===== src/ret_rot_pkg.sv =====
// shared types and constants for the return and rotate execution unit
package ret_rot_pkg;

  // opcode patterns
  localparam logic [14:0] IRQ_RET_HI  = 15'h0008; // 0000 0000 0001 000x
  localparam logic [14:0] SUB_RET_HI  = 15'h0009; // 0000 0000 0001 001x
  localparam logic [7:0]  LIT_RET_HI  = 8'h0C;    // 0000 1100 kkkk kkkk
  localparam logic [5:0]  ROT_C_HI    = 6'h0D;    // 0011 01da
  localparam logic [5:0]  ROT_P_HI    = 6'h11;    // 0100 01da
  // field positions
  localparam int FAST_BIT = 0;
  localparam int DEST_BIT = 9;
  localparam int ACC_BIT  = 8;
  localparam int MSB_BIT  = 7;
  // indexed literal offset limit
  localparam logic [7:0] IDX_LIMIT = 8'h5F;
  // reset values
  localparam logic [7:0]  ACC_RST  = 8'h00;
  localparam logic [4:0]  FLAG_RST = 5'h00;
  localparam logic [7:0]  BANK_RST = 8'h00;
  localparam logic [20:0] PC_RST   = 21'h000000;
  // flag bit positions
  localparam int FLAG_C = 0;
  localparam int FLAG_Z = 2;
  localparam int FLAG_N = 4;

  // shadowed context restored by fast returns
  typedef struct packed {
    logic [7:0] acc;
    logic [4:0] flags;
    logic [7:0] bank;
  } context_type;

  // file register access request
  typedef struct packed {
    logic       wrEn;
    logic       bankedAcc;
    logic       indexed;
    logic [7:0] addr;
    logic [7:0] data;
  } file_wr_type;

  typedef enum logic {ST_EXEC, ST_FLUSH} phase_type;

  // all state of the unit
  typedef struct packed {
    phase_type   phase;
    context_type ctx;
    logic [20:0] pc;
    logic        stackPop;
    logic        setHigh;
    logic        setLow;
    logic        flush;
    file_wr_type fw;
  } state_type;

endpackage : ret_rot_pkg


===== src/return_rotate_instr_exec.sv =====
// execution of returns and left rotates in the 8-bit core
`timescale 1ns/100ps
module return_rotate_instr_exec (
  // clock and reset
  input  wire logic                      clk,
  input  wire logic                      rst,
  input  wire logic                      clkEn,
  // instruction issue, sampled at end of the Q4 phase
  input  wire logic                      instrValid,
  input  wire logic [15:0]               instr,
  // core context
  input  wire logic [20:0]               stackTopEntry,
  input  wire ret_rot_pkg::context_type  shadowCtx,
  input  wire logic [7:0]                fileData,
  input  wire logic                      extendedSet,
  input  wire logic                      highPrioMode,
  input  wire logic                      irqPrioEnable,
  // results
  output logic [20:0]                    progCounter,
  output ret_rot_pkg::context_type       workCtx,
  output logic                           stackPop,
  output logic                           highPrioGlobalIrqEnSet,
  output logic                           lowPrioGlobalIrqEnSet,
  output logic                           flushPrefetch,
  output logic                           busy,
  output ret_rot_pkg::file_wr_type       fileWrite
);

  ret_rot_pkg::state_type state_reg;   // registered state
  ret_rot_pkg::state_type state_next;  // next state

  // decoded instruction classes
  logic isIrqRet;
  logic isSubRet;
  logic isLitRet;
  logic isRotC;
  logic isRotP;
  logic [7:0] rotRes;
  logic       rotCarry;

  // decode from the upper opcode bits
  always_comb begin
    isIrqRet = instr[15:1] == ret_rot_pkg::IRQ_RET_HI;
    isSubRet = instr[15:1] == ret_rot_pkg::SUB_RET_HI;
    isLitRet = instr[15:8] == ret_rot_pkg::LIT_RET_HI;
    isRotC   = instr[15:10] == ret_rot_pkg::ROT_C_HI;
    isRotP   = instr[15:10] == ret_rot_pkg::ROT_P_HI;
  end

  // rotate datapath
  always_comb begin
    rotCarry = state_reg.ctx.flags[ret_rot_pkg::FLAG_C];
    if (isRotC) begin
      rotRes = {fileData[6:0], rotCarry};
    end else begin
      rotRes = {fileData[6:0], fileData[ret_rot_pkg::MSB_BIT]};
    end
  end

  // next-state logic
  always_comb begin
    state_next          = state_reg;
    state_next.stackPop = 1'b0;
    state_next.setHigh  = 1'b0;
    state_next.setLow   = 1'b0;
    state_next.flush    = 1'b0;
    state_next.fw.wrEn  = 1'b0;
    case (state_reg.phase)
      ret_rot_pkg::ST_EXEC: begin
        if (instrValid && (isIrqRet || isSubRet || isLitRet)) begin
          // pop happens at end of first cycle; pc loads the stack top entry
          state_next.pc       = stackTopEntry;
          state_next.stackPop = 1'b1;
          state_next.phase    = ret_rot_pkg::ST_FLUSH;
          state_next.flush    = 1'b1;
          if (isIrqRet) begin
            // without priority both map onto the high bit
            if (highPrioMode || !irqPrioEnable) begin
              state_next.setHigh = 1'b1;
            end else begin
              state_next.setLow = 1'b1;
            end
          end
          if ((isIrqRet || isSubRet) && instr[ret_rot_pkg::FAST_BIT]) begin
            state_next.ctx = shadowCtx;
          end
          if (isLitRet) begin
            state_next.ctx.acc = instr[7:0];
          end
        end else if (instrValid && (isRotC || isRotP)) begin
          // single-cycle rotate
          if (instr[ret_rot_pkg::DEST_BIT]) begin
            state_next.fw.wrEn = 1'b1;
          end else begin
            state_next.ctx.acc = rotRes;
          end
          state_next.fw.data      = rotRes;
          state_next.fw.addr      = instr[7:0];
          state_next.fw.bankedAcc = instr[ret_rot_pkg::ACC_BIT];
          state_next.fw.indexed   = extendedSet &&
            !instr[ret_rot_pkg::ACC_BIT] &&
            (instr[7:0] <= ret_rot_pkg::IDX_LIMIT);
          if (isRotC) begin
            state_next.ctx.flags[ret_rot_pkg::FLAG_C] =
              fileData[ret_rot_pkg::MSB_BIT];
          end
          state_next.ctx.flags[ret_rot_pkg::FLAG_N] = rotRes[7];
          state_next.ctx.flags[ret_rot_pkg::FLAG_Z] = rotRes == 8'h00;
        end
      end
      ret_rot_pkg::ST_FLUSH: begin
        // idle second cycle, prefetched word discarded
        state_next.phase = ret_rot_pkg::ST_EXEC;
      end
      default: begin
        state_next.phase = ret_rot_pkg::ST_EXEC;
      end
    endcase
  end

  // state register
  always_ff @(posedge clk or posedge rst) begin
    if (rst) begin
      state_reg <= '{phase: ret_rot_pkg::ST_EXEC,
                     ctx: '{acc: ret_rot_pkg::ACC_RST,
                            flags: ret_rot_pkg::FLAG_RST,
                            bank: ret_rot_pkg::BANK_RST},
                     pc: ret_rot_pkg::PC_RST,
                     default: '0};
    end else if (clkEn) begin
      state_reg <= state_next;
    end
  end

  // outputs straight from the state flip-flops
  always_comb begin
    progCounter            = state_reg.pc;
    workCtx                = state_reg.ctx;
    stackPop               = state_reg.stackPop;
    highPrioGlobalIrqEnSet = state_reg.setHigh;
    lowPrioGlobalIrqEnSet  = state_reg.setLow;
    flushPrefetch          = state_reg.flush;
    busy                   = state_reg.phase == ret_rot_pkg::ST_FLUSH;
    fileWrite              = state_reg.fw;
  end
endmodule : return_rotate_instr_exec


===== config.mk =====
export PLATFORM = sky130hd
export DESIGN_NAME = return_rotate_instr_exec
export DESIGN_NICKNAME = d
export VERILOG_FILES = /design/src/ret_rot_pkg.sv /design/src/return_rotate_instr_exec.sv
export SDC_FILE = /design/constraint.sdc
export NUM_CORES = 1
export LEC_CHECK = 0
export BUFFER_PORTS_ARGS = -buffer_cell sky130_fd_sc_hd__buf_4
export CORE_MARGIN = 2
export CORE_UTILIZATION = 36
export CTS_CLUSTER_SIZE = 14
export DETAILED_ROUTE_END_ITERATION = 10
export HOLD_SLACK_MARGIN = 0.1
export PLACE_DENSITY = 0.69
export SLEW_MARGIN = 5
export SYNTH_ARGS = -nofsm -noshare
export SYNTH_HDL_FRONTEND = slang
export SYNTH_SLANG_ARGS = --single-unit

===== constraint.sdc =====
create_clock -name clk -period 1.9 [get_ports clk]
set_clock_uncertainty 0.1 [all_clocks]
set_input_delay 0.285 -clock clk [delete_from_list [all_inputs] [get_ports clk]]
set_output_delay 0.285 -clock clk [all_outputs]
set_load 0.01 [all_outputs]

==> impl_metrics.csv <==
group,metric,value,unit
detailed_routing,post_drt_wl_per_cell,15.8,um
sta,max_freq,511,MHz
synthesis,avgSynthCellArea,12.9,um^2
synthesis,yosys.area.top_type,"dfrtp_1",
synthesis,ys_seq_area_share,54.5,%
detailed_routing,routed_wl,8690,um
synthesis,postSynth.asyncResetShare,100,%
grt,grt_pass1_vias,2759,
worst_setup_path,cp-start-kind,"input port",
clock_tree,cts_buffers,9,
layout,area_growth,68.6,%
layout,drive_gt1_share,60.1,%
floorplanning,initial_core_util,37.6,%
floorplanning,die-area,8900,um^2
power_and_ir_drop,ir_drop,389,uV
detailed_routing,vias,2675,
worst_setup_path,critPathMaxFanout,3,
grt,track_usage,19.9,%
power_and_ir_drop,netSwitchingFraction,25.9,%
worst_setup_path,worstPathRequired,2.02,ns
synthesis,synth_warnings,0,
sta,finalCritPeriodShare,103,%
synthesis,synth.net_count,300,
synthesis,synthTopCellsByArea,"dfrtp_1 (55%), mux2_2 (19%), mux2_4 (4.1%)",
sta,fin_ws,-0.0580,ns
outcome,outcome,"complete, but fails checks",
floorplanning,die_width,94.3,um
placement,io_buffers,138,
synthesis,ys.flop_type,"dfrtp_1",
synthesis,synth_commonest_cells,"dfrtp_1 (64), mux2_2 (50), nand2_1 (12)",
worst_setup_path,path_class,"in2reg",
detailed_routing,antenna_left,0,
worst_setup_path,crit_slowest_cell,"or4_4",
placement,post-place-ws,-0.514,ns
grt,grt_first_pass_wirelength,13500,um
synthesis,synth_mux_area_share,23.6,%
floorplanning,chipHeight,94.3,um
layout,fin_nets,514,
outcome,violations,"setup timing",
power_and_ir_drop,pwr_density_cell,629,nW/um^2
synthesis,synthAdderAreaFrac,0,%
detailed_routing,drt-pass1-iter-count,4,
clock_tree,clk_latency,0.34,ns
clock_tree,cts_tree,"done",
clock_tree,cts_root_buffer,"clkbuf_8",
clock_tree,path_clk_slew,0.07,ns
sta,relSlewSlack,69.0,%
synthesis,synthesis.area,2940,um^2
sta,finalSetupTns,-0.367,ns
layout,diodes,0,
grt,grt_max_degree,37,
clock_tree,cts_num_sinks,64,
sta,min_period,1.96,ns
power_and_ir_drop,clkPwrFrac,34.0,%
synthesis,synth_compound_area_share,8.35,%
layout,post-route-util,63.4,%
synthesis,synthDistinctLibCells,44,
placement,finalWeightedCongestion,0.905,
placement,dp_cells,495,
power_and_ir_drop,power_frac_comb,18.3,%
detailed_routing,drt_iter0_markers,100,
power_and_ir_drop,total_leakage_power,2.58,nW
synthesis,synth-seq-cells,64,
clock_tree,cts_buffer_depth,2,
worst_setup_path,cp-end-kind,"flop",
worst_hold_path,hp-class,"in2reg",
worst_setup_path,crit_path_max_incr_delay,0.54,ns
grt,grt_overflow,0,
power_and_ir_drop,power.internal,2.31,mW
worst_setup_path,crit_chain,"buf_6 -> or4_4 -> and4bb_2 -> buf_4 -> nor2b_4 -> a211oi_4 -> mux2_2",
layout,final_cell_area,4950,um^2
synthesis,synth_edf_count,0,
floorplanning,placement_rows,32,
synthesis,synthXorXnorAreaFrac,0,%
sta,final_hold_viol_count,0,
synthesis,synth-simple-area-share,9.88,%
power_and_ir_drop,pwr-share-seq,47.7,%
placement,postPlaceCellArea,4360,um^2
clock_tree,h-tree-depth,3,
synthesis,synth_top_family_by_area,"multiplexers",
synthesis,postSynthCellCount,227,
sta,setup_viol,10,
synthesis,post-synth-top-count-cell,"dfrtp_1",
flow_run,cap_violations,0,
floorplanning,core-area,7810,um^2
grt,antenna_found_initial,0,
sta,worst_slew_pin_slew,0.465,ns
detailed_routing,drt_drc_violations_left,0,
detailed_routing,vias_per_cell,4.88,
sta,maxSlewViolCount,0,
sta,rsz0062_at_grt,"yes",
floorplanning,ios,139,
worst_setup_path,critPathArrivalTime,2.08,ns
synthesis,yosys.area.top_type_share,54.5,%
layout,finalNonFillerCells,548,
placement,dp_hpwl,6410,um
power_and_ir_drop,power_switching,0.808,mW
-- state kept, by name, summed over array words and instances (netlist names) --
signal / cells
highPrioGlobalIrqEnSet: 1
busy: 1
workCtx: 21
progCounter: 21
fileWrite: 19
lowPrioGlobalIrqEnSet: 1
-- placed cells by master (no fill, tap or decap), types with 6 or more instances in the layout --
cell type	netlist	final
a21oi_1	6	6
a31oi_1	7	7
buf_4	3	178
clkbuf_8	0	10
dfrtp_1	64	64
dlygate4sd3_1	0	36
inv_1	7	6
mux2_2	50	50
mux2_4	8	8
nand2_1	12	12
nand4_1	8	8
-- through the flow --
stage	power, mW	hold WS [ns]
floorplan	1.68	0.277
global placement	2.00	0.301
detailed placement	2.02	0.317
CTS	3.16	0.104
global route	3.28	0.105
finish	3.11	0.112
-- power by group through the flow --
stage | Sequential [mW] | Clock [mW] | Combinational (mW)
floorplan | 1.54 | 0 | 0.140
global placement | 1.51 | 0 | 0.499
detailed placement | 1.51 | 0 | 0.510
CTS | 1.49 | 1.10 | 0.573
global route | 1.49 | 1.17 | 0.614
finish | 1.49 | 1.06 | 0.569
-- critical path: cells and delay by family --
| kind | cells | cell delay [ns] |
|---|---|---|
| AO/OA/AOI/OAI | 1 | 0.27 |
| buffers and inverters | 2 | 0.22 |
| multiplexers | 1 | 0.36 |
| AND/OR/NAND/NOR | 3 | 0.94 |
-- cells by family (layout without fill, tap and decap cells) --
family | count (synthesis) | after routing
flip-flops | 64 | 64
multiplexers | 59 | 59
AND/OR/NAND/NOR | 48 | 48
AO/OA/AOI/OAI | 35 | 35
buffers and inverters | 21 | 240
-- cell type report --
class	instances	area, um^2
repair buffers	217	1740
clock inverters	6	43.8
inverters	7	30.0
clock buffers	10	138
flip-flops and latches	64	1600
fillers	634	2860
well taps	102	128
multi-input cells	142	1270
-- metal layers --
layer  global-route usage, %  part of all wire (%)
met1                    24.1                    39
met2                    34.8                    52
met3                    4.09                   6.8
met4                    7.85                   2.0
met5                       0                     0
-- timing repair --
item                                    4_1_cts  5_1_grt
hold buffers                                 36        0
pin swaps                                     3        2
hold endpoints to repair                     99        0
endpoints found under the setup margin       11       42
resized for setup                             5        4
setup buffers                                 2        0
-- final timing paths --
kind | from | endpoint | slack (ns) | cells past startpoint
setup / recovery | instr[13] | workCtx[12]$_DFFE_PP0P_ | -0.06 | 7
hold / removal | instr[8] | fileWrite[17]$_DFFE_PP0P_ | 0.11 | 2
setup reg to reg | busy$_DFFE_PP0P_ | workCtx[12]$_DFFE_PP0P_ | -0.02 | 7
hold reg to reg | fileWrite[16]$_DFFE_PP0P_ | fileWrite[16]$_DFFE_PP0P_ | 0.39 | 2
max in group asynchronous | rst | fileWrite[1]$_DFFE_PP0P_ | 0.83 | 4
min in group asynchronous | rst | progCounter[6]$_DFFE_PP0P_ | 0.49 | 4
Note: power is estimated with default switching activity, not from simulation.
